$ cat src/fsq_pkg.sv
// Shared constants, types and decode helpers of the flash sequencer
package fsq_pkg;

	// System clock rate and settle times
	localparam int unsigned CLK_MHZ = 125;
	localparam int unsigned VERIFY_SETTLE_NS = 4000; // Verify voltage settle
	localparam int unsigned DUMMY_SETTLE_NS = 2000; // After dummy write
	localparam int unsigned VPPE_SETTLE_NS = 5000; // After supply enable
	localparam int unsigned TMR_W = 10;

	// Least times, rounded up to whole cycles
	localparam logic [TMR_W-1:0] VERIFY_SETTLE_CYC =
		TMR_W'((VERIFY_SETTLE_NS * CLK_MHZ + 999) / 1000);
	localparam logic [TMR_W-1:0] DUMMY_SETTLE_CYC =
		TMR_W'((DUMMY_SETTLE_NS * CLK_MHZ + 999) / 1000);
	localparam logic [TMR_W-1:0] VPPE_SETTLE_CYC =
		TMR_W'((VPPE_SETTLE_NS * CLK_MHZ + 999) / 1000);

	// Register indices; byte address is four times the index
	localparam logic [23:0] IDX_MODE_CTRL = 24'hffff40;
	localparam logic [23:0] IDX_BLK_LO = 24'hffff42;
	localparam logic [23:0] IDX_BLK_HI = 24'hffff43;
	localparam logic [23:0] IDX_EV_STATUS = 24'hffff44;
	localparam logic [23:0] IDX_EV_CLEAR = 24'hffff45;
	localparam logic [23:0] IDX_EV_ENABLE = 24'hffff46;
	localparam logic [23:0] IDX_STATE = 24'hffff47;

	// Mode control bit positions
	localparam int unsigned MC_PROGRAM = 0;
	localparam int unsigned MC_ERASE = 1;
	localparam int unsigned MC_PV = 2;
	localparam int unsigned MC_EV = 3;
	localparam int unsigned MC_VPPE = 6;
	localparam logic [7:0] MC_WMASK = 8'h4f;
	localparam logic [7:0] REG_RESET = 8'h00;

	// Programmable flash range
	localparam logic [31:0] FLASH_TOP = 32'h0001ffff;
	localparam int unsigned FA_W = 17;

	// Event bits of the sticky status register
	localparam int unsigned EV_LATCH = 0; // Address and data latched
	localparam int unsigned EV_ILLEGAL = 1; // Illegal mode: conflicting control bits or an operation bit without supply enabled
	localparam int unsigned EV_RANGE = 2; // Access outside flash range
	localparam int unsigned EV_BLOCKED = 3; // Read during program/erase or illegal mode
	localparam int unsigned EV_EARLY = 4; // Verify read before settle
	localparam int unsigned NUM_EV = 5;

	// Operating modes of the array
	typedef enum logic [2:0] {
		MODE_NORMAL,
		MODE_PROGRAM,
		MODE_ERASE,
		MODE_PV,
		MODE_EV,
		MODE_PWV,
		MODE_ILLEGAL
	} fsq_mode_t;

	// Flash access request from the CPU side
	typedef struct packed {
		logic valid;
		logic write;
		logic [31:0] addr;
		logic [7:0] wdata;
	} fsq_flash_req_t;

	// Answer to a flash access
	typedef struct packed {
		logic ack;
		logic err;
		logic [7:0] rdata;
	} fsq_flash_rsp_t;

	// Controls toward the cell array
	typedef struct packed {
		fsq_mode_t op;
		logic [FA_W-1:0] addr;
		logic [7:0] data;
		logic [15:0] blocks;
	} fsq_cell_ctl_t;

	// Register select on an aligned word
	function automatic logic reg_hit(input logic [31:0] a,
		input logic [23:0] idx);
		return (a[31:26] == 6'h00) && (a[25:2] == idx) && (a[1:0] == 2'h0);
	endfunction

	// One operation at most, each needing the supply enabled
	function automatic fsq_mode_t decode_mode(input logic [7:0] ctrl,
		input logic supply);
		fsq_mode_t m;
		m = MODE_ILLEGAL;
		if (!(supply && ctrl[MC_VPPE]))
			m = (ctrl[3:0] == 4'h0) ? MODE_NORMAL : MODE_ILLEGAL;
		else
		begin
			unique case (ctrl[3:0])
				4'h0: m = MODE_PWV;
				4'h1: m = MODE_PROGRAM;
				4'h2: m = MODE_ERASE;
				4'h4: m = MODE_PV;
				4'h8: m = MODE_EV;
				default: m = MODE_ILLEGAL;
			endcase
		end
		return m;
	endfunction

endpackage

$ cat src/fsq_irq.sv
// Sticky event status, enable mask and interrupt level
`timescale 1ns/1ps
module fsq_irq (
	input wire logic pclk,
	input wire logic presetn,
	input wire logic [fsq_pkg::NUM_EV-1:0] event_set,
	input wire logic clr_we,
	input wire logic en_we,
	input wire logic [fsq_pkg::NUM_EV-1:0] wdata,
	output logic [fsq_pkg::NUM_EV-1:0] status,
	output logic [fsq_pkg::NUM_EV-1:0] enable,
	output logic irq
);
	logic [fsq_pkg::NUM_EV-1:0] next_status; // Sticky bits
	logic [fsq_pkg::NUM_EV-1:0] next_enable; // Mask
	logic next_irq; // Level out

	// Set wins over a clear in the same cycle
	always_comb
	begin
		next_status = status & ~(clr_we ? wdata : '0);
		next_status = next_status | event_set;
		next_enable = en_we ? wdata : enable;
		next_irq = |(next_status & next_enable);
	end

	// State registers
	always_ff @(posedge pclk or negedge presetn)
	begin
		if (!presetn)
		begin
			status <= '0;
			enable <= '0;
			irq <= 1'b0;
		end
		else
		begin
			status <= next_status;
			enable <= next_enable;
			irq <= next_irq;
		end
	end
endmodule

$ cat src/fsq_settle_timer.sv
// Down counter that marks when array voltages have settled
`timescale 1ns/1ps
module fsq_settle_timer (
	input wire logic pclk,
	input wire logic presetn,
	input wire logic start,
	input wire logic [fsq_pkg::TMR_W-1:0] load,
	output logic done
);
	logic [fsq_pkg::TMR_W-1:0] count; // Cycles left
	logic [fsq_pkg::TMR_W-1:0] next_count;

	// Latest start restarts the wait
	always_comb
	begin
		next_count = count;
		if (start)
			next_count = load;
		else if (count != '0)
			next_count = count - 1'b1;
	end

	// Counter register
	always_ff @(posedge pclk or negedge presetn)
	begin
		if (!presetn)
			count <= '0;
		else
			count <= next_count;
	end

	assign done = (count == '0);
endmodule

$ cat src/fsq_flash_seq.sv
// Flash program/erase sequencer with APB registers and array control
// Notes on behaviour
// - Program-verify reads return latched address data
// - Accepted flash range is 0 to 1ffff
// - Erase lasts while erase bit set
// - Dummy write latches erase-verify address
// - Enabled writes latch address and data
// - Four bits pick mode; none is prewrite-verify with supply enabled, else normal
// - No valid reads during program or erase
`timescale 1ns/1ps
module fsq_flash_seq (
	input wire logic pclk,
	input wire logic presetn,
	input wire logic psel,
	input wire logic penable,
	input wire logic pwrite,
	input wire logic [31:0] paddr,
	input wire logic [31:0] pwdata,
	output logic [31:0] prdata,
	output logic pready,
	output logic pslverr,
	input wire logic programming_supply,
	input wire fsq_pkg::fsq_flash_req_t flash_req,
	output fsq_pkg::fsq_flash_rsp_t flash_rsp,
	output fsq_pkg::fsq_cell_ctl_t cell_ctl,
	input wire logic [7:0] cell_rdata,
	output logic irq
);
	// Flash port states
	typedef enum logic {FP_IDLE, FP_READ} fsq_fp_state_t;

	logic [7:0] flash_mode_control; // Mode and supply enable bits
	logic [7:0] erase_block_select_lo; // Blocks 7..0
	logic [7:0] erase_block_select_hi; // Blocks 15..8
	logic [7:0] next_mode_control;
	logic [7:0] next_blk_lo;
	logic [7:0] next_blk_hi;
	logic [31:0] next_prdata;
	logic next_pslverr;
	logic wr_acc; // Write in access phase
	logic mapped; // Address hits a register
	logic clr_we; // Clear register written
	logic en_we; // Enable register written
	logic [31:0] rd_mux; // Read value

	fsq_pkg::fsq_mode_t mode; // Decoded mode
	fsq_pkg::fsq_mode_t prev_mode; // Mode one cycle back
	logic prev_vppe;
	logic vppe_on; // Supply enabled and present
	logic verify_mode; // Any verify mode
	fsq_fp_state_t fp_state;
	fsq_fp_state_t next_fp_state;
	logic [fsq_pkg::FA_W-1:0] latch_addr; // Address latch
	logic [7:0] latch_data; // Data latch
	logic [fsq_pkg::FA_W-1:0] next_latch_addr;
	logic [7:0] next_latch_data;
	fsq_pkg::fsq_flash_rsp_t next_rsp;
	fsq_pkg::fsq_cell_ctl_t next_cell;
	logic take; // Flash request taken this cycle
	logic in_range;
	logic tmr_start;
	logic [fsq_pkg::TMR_W-1:0] tmr_load;
	logic settled; // Settle wait elapsed
	logic [fsq_pkg::NUM_EV-1:0] events;
	logic [fsq_pkg::NUM_EV-1:0] ev_status;
	logic [fsq_pkg::NUM_EV-1:0] ev_enable;

	// Slave never inserts wait states
	assign pready = 1'b1;
	assign wr_acc = psel && penable && pwrite;

	// Address decode and read data
	always_comb
	begin
		mapped = 1'b1;
		rd_mux = 32'h0000_0000;
		if (fsq_pkg::reg_hit(paddr, fsq_pkg::IDX_MODE_CTRL))
			rd_mux = {24'h00_0000, flash_mode_control};
		else if (fsq_pkg::reg_hit(paddr, fsq_pkg::IDX_BLK_LO))
			rd_mux = {24'h00_0000, erase_block_select_lo};
		else if (fsq_pkg::reg_hit(paddr, fsq_pkg::IDX_BLK_HI))
			rd_mux = {24'h00_0000, erase_block_select_hi};
		else if (fsq_pkg::reg_hit(paddr, fsq_pkg::IDX_EV_STATUS))
			rd_mux = {27'h000_0000, ev_status};
		else if (fsq_pkg::reg_hit(paddr, fsq_pkg::IDX_EV_ENABLE))
			rd_mux = {27'h000_0000, ev_enable};
		else if (fsq_pkg::reg_hit(paddr, fsq_pkg::IDX_STATE))
			rd_mux = {27'h000_0000, mode, programming_supply, settled};
		else if (!fsq_pkg::reg_hit(paddr, fsq_pkg::IDX_EV_CLEAR))
			mapped = 1'b0;
	end

	// Register writes take effect at the access edge
	always_comb
	begin
		next_mode_control = flash_mode_control;
		next_blk_lo = erase_block_select_lo;
		next_blk_hi = erase_block_select_hi;
		next_prdata = prdata;
		next_pslverr = pslverr;
		clr_we = wr_acc && fsq_pkg::reg_hit(paddr, fsq_pkg::IDX_EV_CLEAR);
		en_we = wr_acc && fsq_pkg::reg_hit(paddr, fsq_pkg::IDX_EV_ENABLE);
		// Erase and verify bits act as soon as written
		if (wr_acc && fsq_pkg::reg_hit(paddr, fsq_pkg::IDX_MODE_CTRL))
			next_mode_control = pwdata[7:0] & fsq_pkg::MC_WMASK;
		if (wr_acc && fsq_pkg::reg_hit(paddr, fsq_pkg::IDX_BLK_LO))
			next_blk_lo = pwdata[7:0];
		if (wr_acc && fsq_pkg::reg_hit(paddr, fsq_pkg::IDX_BLK_HI))
			next_blk_hi = pwdata[7:0];
		// Answer prepared in the setup cycle
		if (psel && !penable)
		begin
			next_prdata = pwrite ? 32'h0000_0000 : rd_mux;
			next_pslverr = !mapped;
		end
	end

	// Register file
	always_ff @(posedge pclk or negedge presetn)
	begin
		if (!presetn)
		begin
			flash_mode_control <= fsq_pkg::REG_RESET;
			erase_block_select_lo <= fsq_pkg::REG_RESET;
			erase_block_select_hi <= fsq_pkg::REG_RESET;
			prdata <= 32'h0000_0000;
			pslverr <= 1'b0;
		end
		else
		begin
			flash_mode_control <= next_mode_control;
			erase_block_select_lo <= next_blk_lo;
			erase_block_select_hi <= next_blk_hi;
			prdata <= next_prdata;
			pslverr <= next_pslverr;
		end
	end

	// Mode decode from the four control bits
	always_comb
	begin
		mode = fsq_pkg::decode_mode(flash_mode_control,
			programming_supply);
		vppe_on = flash_mode_control[fsq_pkg::MC_VPPE] && programming_supply;
		verify_mode = (mode == fsq_pkg::MODE_PV) ||
			(mode == fsq_pkg::MODE_EV) || (mode == fsq_pkg::MODE_PWV);
		take = (fp_state == FP_IDLE) && flash_req.valid && !flash_rsp.ack;
		in_range = (flash_req.addr <= fsq_pkg::FLASH_TOP);
	end

	// Flash port, latches, array control and events
	always_comb
	begin
		next_fp_state = fp_state;
		next_latch_addr = latch_addr;
		next_latch_data = latch_data;
		next_rsp = flash_rsp;
		next_rsp.ack = 1'b0;
		events = '0;
		tmr_start = 1'b0;
		tmr_load = fsq_pkg::VERIFY_SETTLE_CYC;
		// Erase pulse follows the erase bit
		next_cell.op = mode;
		next_cell.blocks = {erase_block_select_hi, erase_block_select_lo};
		next_cell.data = latch_data;
		// Verify modes look at the latched address
		next_cell.addr = (mode == fsq_pkg::MODE_NORMAL) ?
			cell_ctl.addr : latch_addr;
		// Entry to a verify mode starts the settle wait
		if (mode != prev_mode && verify_mode)
			tmr_start = 1'b1;
		if (mode == fsq_pkg::MODE_ILLEGAL && prev_mode != mode)
			events[fsq_pkg::EV_ILLEGAL] = 1'b1;
		// Supply enable rising starts its own wait
		if (flash_mode_control[fsq_pkg::MC_VPPE] && !prev_vppe)
		begin
			tmr_start = 1'b1;
			tmr_load = fsq_pkg::VPPE_SETTLE_CYC;
		end
		unique case (fp_state)
			FP_IDLE:
			begin
				if (take && flash_req.write)
				begin
					next_rsp.ack = 1'b1;
					next_rsp.err = 1'b1;
					next_rsp.rdata = 8'h00;
					if (!in_range)
						events[fsq_pkg::EV_RANGE] = 1'b1;
					else if (vppe_on)
					begin
						// Latch address and data
						next_latch_addr = flash_req.addr[fsq_pkg::FA_W-1:0];
						next_latch_data = flash_req.wdata;
						next_rsp.err = 1'b0;
						events[fsq_pkg::EV_LATCH] = 1'b1;
						// Dummy write restarts the settle wait
						if (mode == fsq_pkg::MODE_EV)
						begin
							tmr_start = 1'b1;
							tmr_load = fsq_pkg::DUMMY_SETTLE_CYC;
						end
					end
				end
				else if (take)
				begin
					if (mode == fsq_pkg::MODE_PROGRAM ||
						mode == fsq_pkg::MODE_ERASE ||
						mode == fsq_pkg::MODE_ILLEGAL || !in_range)
					begin
						// Array busy, mode illegal or address outside: refuse
						next_rsp.ack = 1'b1;
						next_rsp.err = 1'b1;
						next_rsp.rdata = 8'h00;
						events[fsq_pkg::EV_BLOCKED] = in_range;
						events[fsq_pkg::EV_RANGE] = !in_range;
					end
					else
					begin
						if (mode == fsq_pkg::MODE_NORMAL)
							next_cell.addr = flash_req.addr[fsq_pkg::FA_W-1:0];
						if (verify_mode && !settled)
							events[fsq_pkg::EV_EARLY] = 1'b1;
						next_fp_state = FP_READ;
					end
				end
			end
			FP_READ:
			begin
				// Array data for the address driven last cycle
				next_rsp.ack = 1'b1;
				next_rsp.err = 1'b0;
				next_rsp.rdata = cell_rdata;
				next_fp_state = FP_IDLE;
			end
		endcase
	end

	// Flash port registers
	always_ff @(posedge pclk or negedge presetn)
	begin
		if (!presetn)
		begin
			fp_state <= FP_IDLE;
			latch_addr <= '0;
			latch_data <= 8'h00;
			flash_rsp <= '0;
			cell_ctl <= '0;
			prev_mode <= fsq_pkg::MODE_NORMAL;
			prev_vppe <= 1'b0;
		end
		else
		begin
			fp_state <= next_fp_state;
			latch_addr <= next_latch_addr;
			latch_data <= next_latch_data;
			flash_rsp <= next_rsp;
			cell_ctl <= next_cell;
			prev_mode <= mode;
			prev_vppe <= flash_mode_control[fsq_pkg::MC_VPPE];
		end
	end

	// Settle wait for verify and supply enable
	fsq_settle_timer u_timer (
		.pclk(pclk),
		.presetn(presetn),
		.start(tmr_start),
		.load(tmr_load),
		.done(settled)
	);

	// Event status and interrupt
	fsq_irq u_irq (
		.pclk(pclk),
		.presetn(presetn),
		.event_set(events),
		.clr_we(clr_we),
		.en_we(en_we),
		.wdata(pwdata[fsq_pkg::NUM_EV-1:0]),
		.status(ev_status),
		.enable(ev_enable),
		.irq(irq)
	);

	// Verify read drives the latched address to the array
	a_pv_read_addr: assert property (@(posedge pclk) disable iff (!presetn)
		(take && !flash_req.write && in_range && mode == fsq_pkg::MODE_PV)
		|=> (cell_ctl.addr == latch_addr) ##1 flash_rsp.ack)
		else $error("verify read not at latched address");

	// Out-of-range write refused and latch untouched
	a_range_refuse: assert property (@(posedge pclk) disable iff (!presetn)
		(take && flash_req.write && !in_range)
		|=> flash_rsp.ack && flash_rsp.err && $stable(latch_addr))
		else $error("out-of-range write accepted");

	// Erase op on the array tracks the decoded mode
	a_erase_span: assert property (@(posedge pclk) disable iff (!presetn)
		1'b1 |=> ((cell_ctl.op == fsq_pkg::MODE_ERASE) ==
		($past(flash_mode_control) == 8'h42 && $past(programming_supply))))
		else $error("erase pulse not tied to erase bit");

	// Dummy write holds settled low for the next 8 cycles
	a_dummy_settle: assert property (@(posedge pclk) disable iff (!presetn)
		(take && flash_req.write && in_range && vppe_on &&
		mode == fsq_pkg::MODE_EV) |=> !settled [*8])
		else $error("dummy write did not restart settle wait");

	// Enabled write lands in both latches
	a_write_latch: assert property (@(posedge pclk) disable iff (!presetn)
		(take && flash_req.write && in_range && vppe_on)
		|=> latch_addr == $past(flash_req.addr[fsq_pkg::FA_W-1:0]) &&
		latch_data == $past(flash_req.wdata))
		else $error("write not latched");

	// Supply on with no mode bit gives prewrite-verify
	a_prewrite_mode: assert property (@(posedge pclk) disable iff (!presetn)
		(programming_supply && flash_mode_control[fsq_pkg::MC_VPPE] &&
		flash_mode_control[3:0] == 4'h0) |-> mode == fsq_pkg::MODE_PWV)
		else $error("prewrite-verify not selected");

	// Reads refused while the array is busy
	a_busy_read: assert property (@(posedge pclk) disable iff (!presetn)
		(take && !flash_req.write && in_range &&
		(mode == fsq_pkg::MODE_PROGRAM || mode == fsq_pkg::MODE_ERASE))
		|=> flash_rsp.ack && flash_rsp.err && flash_rsp.rdata == 8'h00)
		else $error("read served during program or erase");

	// Single operation with supply enabled
	a_one_op: assert property (@(posedge pclk) disable iff (!presetn)
		(mode inside {fsq_pkg::MODE_PROGRAM, fsq_pkg::MODE_ERASE,
		fsq_pkg::MODE_PV, fsq_pkg::MODE_EV})
		|-> vppe_on && $onehot(flash_mode_control[3:0]))
		else $error("operation without supply or not alone");
endmodule

$ cat config.mk
export PLATFORM = sky130hd
export DESIGN_NAME = fsq_flash_seq
export DESIGN_NICKNAME = d
export VERILOG_FILES = /design/src/fsq_pkg.sv /design/src/fsq_irq.sv /design/src/fsq_settle_timer.sv /design/src/fsq_flash_seq.sv
export SDC_FILE = /design/constraint.sdc
export NUM_CORES = 1
export LEC_CHECK = 0
export BUFFER_PORTS_ARGS = -buffer_cell sky130_fd_sc_hd__buf_2
export CAP_MARGIN = 5
export CORE_ASPECT_RATIO = 0.8
export CORE_UTILIZATION = 38
export CTS_CLUSTER_SIZE = 10
export DETAILED_ROUTE_END_ITERATION = 12
export MAX_ROUTING_LAYER = met4
export SLEW_MARGIN = 20
export SYNTH_ARGS = -nofsm -noshare
export SYNTH_HDL_FRONTEND = slang
export SYNTH_SLANG_ARGS = --single-unit
$ cat constraint.sdc
create_clock -name pclk -period 3.2 [get_ports pclk]
set_input_delay 0.16 -clock pclk [delete_from_list [all_inputs] [get_ports pclk]]
set_output_delay 0.16 -clock pclk [all_outputs]
set_load 0.03 [all_outputs]
==> summary.txt <==
Worst setup path
  – Reg2reg path depth: 6
  – Critical path type: reg -> reg
  – Worst Setup SP: flash_mode_control[2]
  – Worst Path Arrival: roughly 2.9 ns
  – CP Capture Type: flip-flop
  – Critical Path Source Type: flip-flop
  – Crit path max-delay cell type: a2111oi_0
  – Worst R2R Setup Slack: ~0.6 ns
  – Family with the most delay on the worst path: compound AO/OA/AOI/OAI gates
  – Worst R2R Start: flash_mode_control[2]
  – Worst path buffer plus inverter count: 1
  – Worst EP required: about 3.5 ns
  – R2r endpoint: u_irq.irq
  – Critical path, cell by cell: a2111oi_0 -> buf_4 -> xor2_1 -> or3_1 -> a22o_1 -> a211o_1
  – Largest stage delay, worst path: 0.72 ns
  – CP max FO: 10

Yosys
  – Register area share after synthesis: between 50% and 60%
  – Avg Inst Size Synth: roughly 11 µm²
  – Post-synth ARST share: between 90% and 100%
  – Ys Warns: 0
  – EDFF count, synth: 0
  – Number of library cell types mapped by synthesis: 56
  – Post-synth top area share: 56.2%
  – Mapped Cells: 523
  – Synth Register Bits: 132
  – Post-Syn Area: a little under 6000 µm²
  – Post-synth top area cell: dfrtp_1
  – Ys flop type: dfrtp_1
  – Ranking of synthesized cells by area: dfrtp_1, mux2_2, nand2_1
  – Synth top cells by count: dfrtp_1, nand2_1, mux2_2, o21ai_0, buf_4
  – Cell with the most instances after synthesis: dfrtp_1

Die
  – IO Pins: ~210
  – Die width: around 140 µm
  – Core area: roughly 15000 µm²
  – Row count: 40
  – Die height: 113 µm
  – Die area: about 16000 µm²
  – Starting Density: 39.0%

STA
  – Crit path time final: 2.60 ns
  – Setup violations, final: 0
  – Clk_skew: 0.0142 ns
  – Slew HR: roughly 47%
  – Final Hold Fails: 0
  – Worst Max-Slew Pin Slew: a little under 0.8 ns
  – FMAX: 0.385 GHz
  – Setup TNS: 0 ns
  – RSZ-0062 raised after global routing: false
  – Final Cycle Share: 81.2%
  – Slew Viols, Final: 0
  – Fin worst setup slack: about 0.60 ns

Global route
  – Gr usage total: 20.2%
  – Pin count of the biggest net entering global routing: 64
  – Vias in the first global route: about 4800
  – First-pass GRT wire length: approximately 24 mm
  – GRT overflow: 0
  – Antenna violations before repair: 1

Clocking
  – Clk root buf: clkbuf_16
  – Clock-pin slew on the worst setup and hold paths: about 0.06 ns
  – Post CTS Setup Buffer Count: 0
  – Max Buffers Root-to-Sink: 2
  – CTS sink cnt: approximately 130
  – Htree depth: 4
  – Clock tree from TritonCTS: done
  – Gates resized, CTS repair: 0
  – CTS buffer count: 17
  – Clk Latency, worst-skew pair: 0.42 ns

Drt
  – Routed length per instance: around 15 µm
  – Detail Route Antenna Nets: 0
  – Initial detailed-routing violation count: about 280
  – Vias: between 4000 and 5000
  – Final wirelength: roughly 15 mm
  – Vias per inst: about 5
  – First-pass detailed-route iteration total: 5
  – Residual DRC: 0

Cells and area
  – Fillers: approximately 1300
  – Final Cell Area: around 7800 µm²
  – Layout Cells excl Fill: roughly 950
  – Share of layout cells above drive strength 1: ~36%
  – Area growth from synthesis to layout: 33.4%
  – Total Nets Final: between 800 and 900

Place
  – RD Place Congestion: around 0.84
  – Dpl cells: about 880
  – Port Buffers: 159
  – Final HPWL DP: just over 10 mm
  – Dpl ws: between 0.2 and 0.3 ns
  – DP Area: 6870 µm²

Hold path
  – Hold EP: erase_block_select_hi[6]
  – Hold crit path type: in -> reg
  – Hold Crit Start: pwdata[6]
  – Hold depth: 2

Pwr
  – Lkg Pwr: 3.92 nW
  – Max IR drop VDD: around 0.37 mV
  – Tot Pwr: slightly below 4 mW
  – Power Density: about 490 nW/µm²

Run status
  – Status: finished, final reports clean

Run
  – Maxcap violations: 0
## placed cells by master (no fill, tap or decap), types with 10 or more instances in the layout
cell type        n
buf_2          158
dfrtp_1        132
nand2_1         64
mux2_2          48
o21ai_0         44
dlygate4sd3_1   36
conb_1          25
mux2i_1         22
nor2_1          21
clkbuf_16       17
buf_4           17
a21oi_1         16
inv_1           14
nor3_1          10
## worst max path at each step
stage	end	slack (ns)	cells after the start
after CTS	u_irq.irq	0.65	6
after global routing	u_irq.irq	0.46	7
after detailed placement	erase_block_select_hi[0]	0.29	6
after global placement	erase_block_select_hi[5]	0.31	6
after floorplan	erase_block_select_lo[4]	0.60	7
final	u_irq.irq	0.60	6
## sequential cells by signal, indices dropped and copies added, names as in the netlist, 8 cells and up
name / count
erase_block_select_hi: 8
latch_data: 8
erase_block_select_lo: 8
latch_addr: 17
prdata: 8
cell_ctl: 41
u_timer.count: 10
flash_rsp: 10
## metal layers
metal | share of wire, % | track usage [%] | up-vias
li1 | - | - | 2217
met1 | 45 | 26.0 | 2269
met2 | 48 | 30.9 | 178
met3 | 6.0 | 4.74 | 15
met4 | 1.3 | 7.68 | 0
met5 | 0 | - | -
## area by class of cell
| class | count | area [µm²] | area share [%] |
|---|---|---|---|
| Clock inverter | 12 | 146 | 1.87 |
| Clock buffer | 20 | 457 | 5.83 |
| Timing Repair Buffer | 211 | 1280 | 16.3 |
| Tap cell | 210 | 263 | 3.35 |
| Antenna cell | 1 | 2.50 | 0.0319 |
| Sequential cell | 132 | 3300 | 42.1 |
| Multi-Input combinational cell | 353 | 2340 | 29.8 |
| Inverter | 14 | 52.6 | 0.670 |
## power by group
group / switching (mW) / total, mW / internal (mW)
registers: 0.00131 / 1.67 / 1.67
clock network: 0.761 / 1.96 / 1.20
logic: 0.141 / 0.229 / 0.0879
## through the flow
| stage | utilization (%) | hold slack [ns] |
|---|---|---|
| after floorplan | - | -0.136 |
| after CTS | 52.0 | 0.00207 |
| after detailed placement | 45.6 | 0.304 |
| after global placement | 45.6 | 0.289 |
| after global routing | 52.0 | 0.0142 |
| final | 52.0 | 0.0154 |
## cell families after synthesis
kind of cell / share of synthesized area (%)
XOR/XNOR: 1.49
flip-flops: 56.2
buffers and inverters: 5.64
multiplexers: 12.9
other: 0.128
AND/OR/NAND/NOR: 13.2
AO/OA/AOI/OAI: 9.79
adder cells (fa/ha/maj): 0.554
## timing repair
| item | CTS | global route |
|---|---|---|
| hold endpoints to repair | 97 | 0 |
| setup endpoints to repair | 0 | 0 |
| hold buffers | 36 | 0 |
Power figures use the tool's default switching activity.
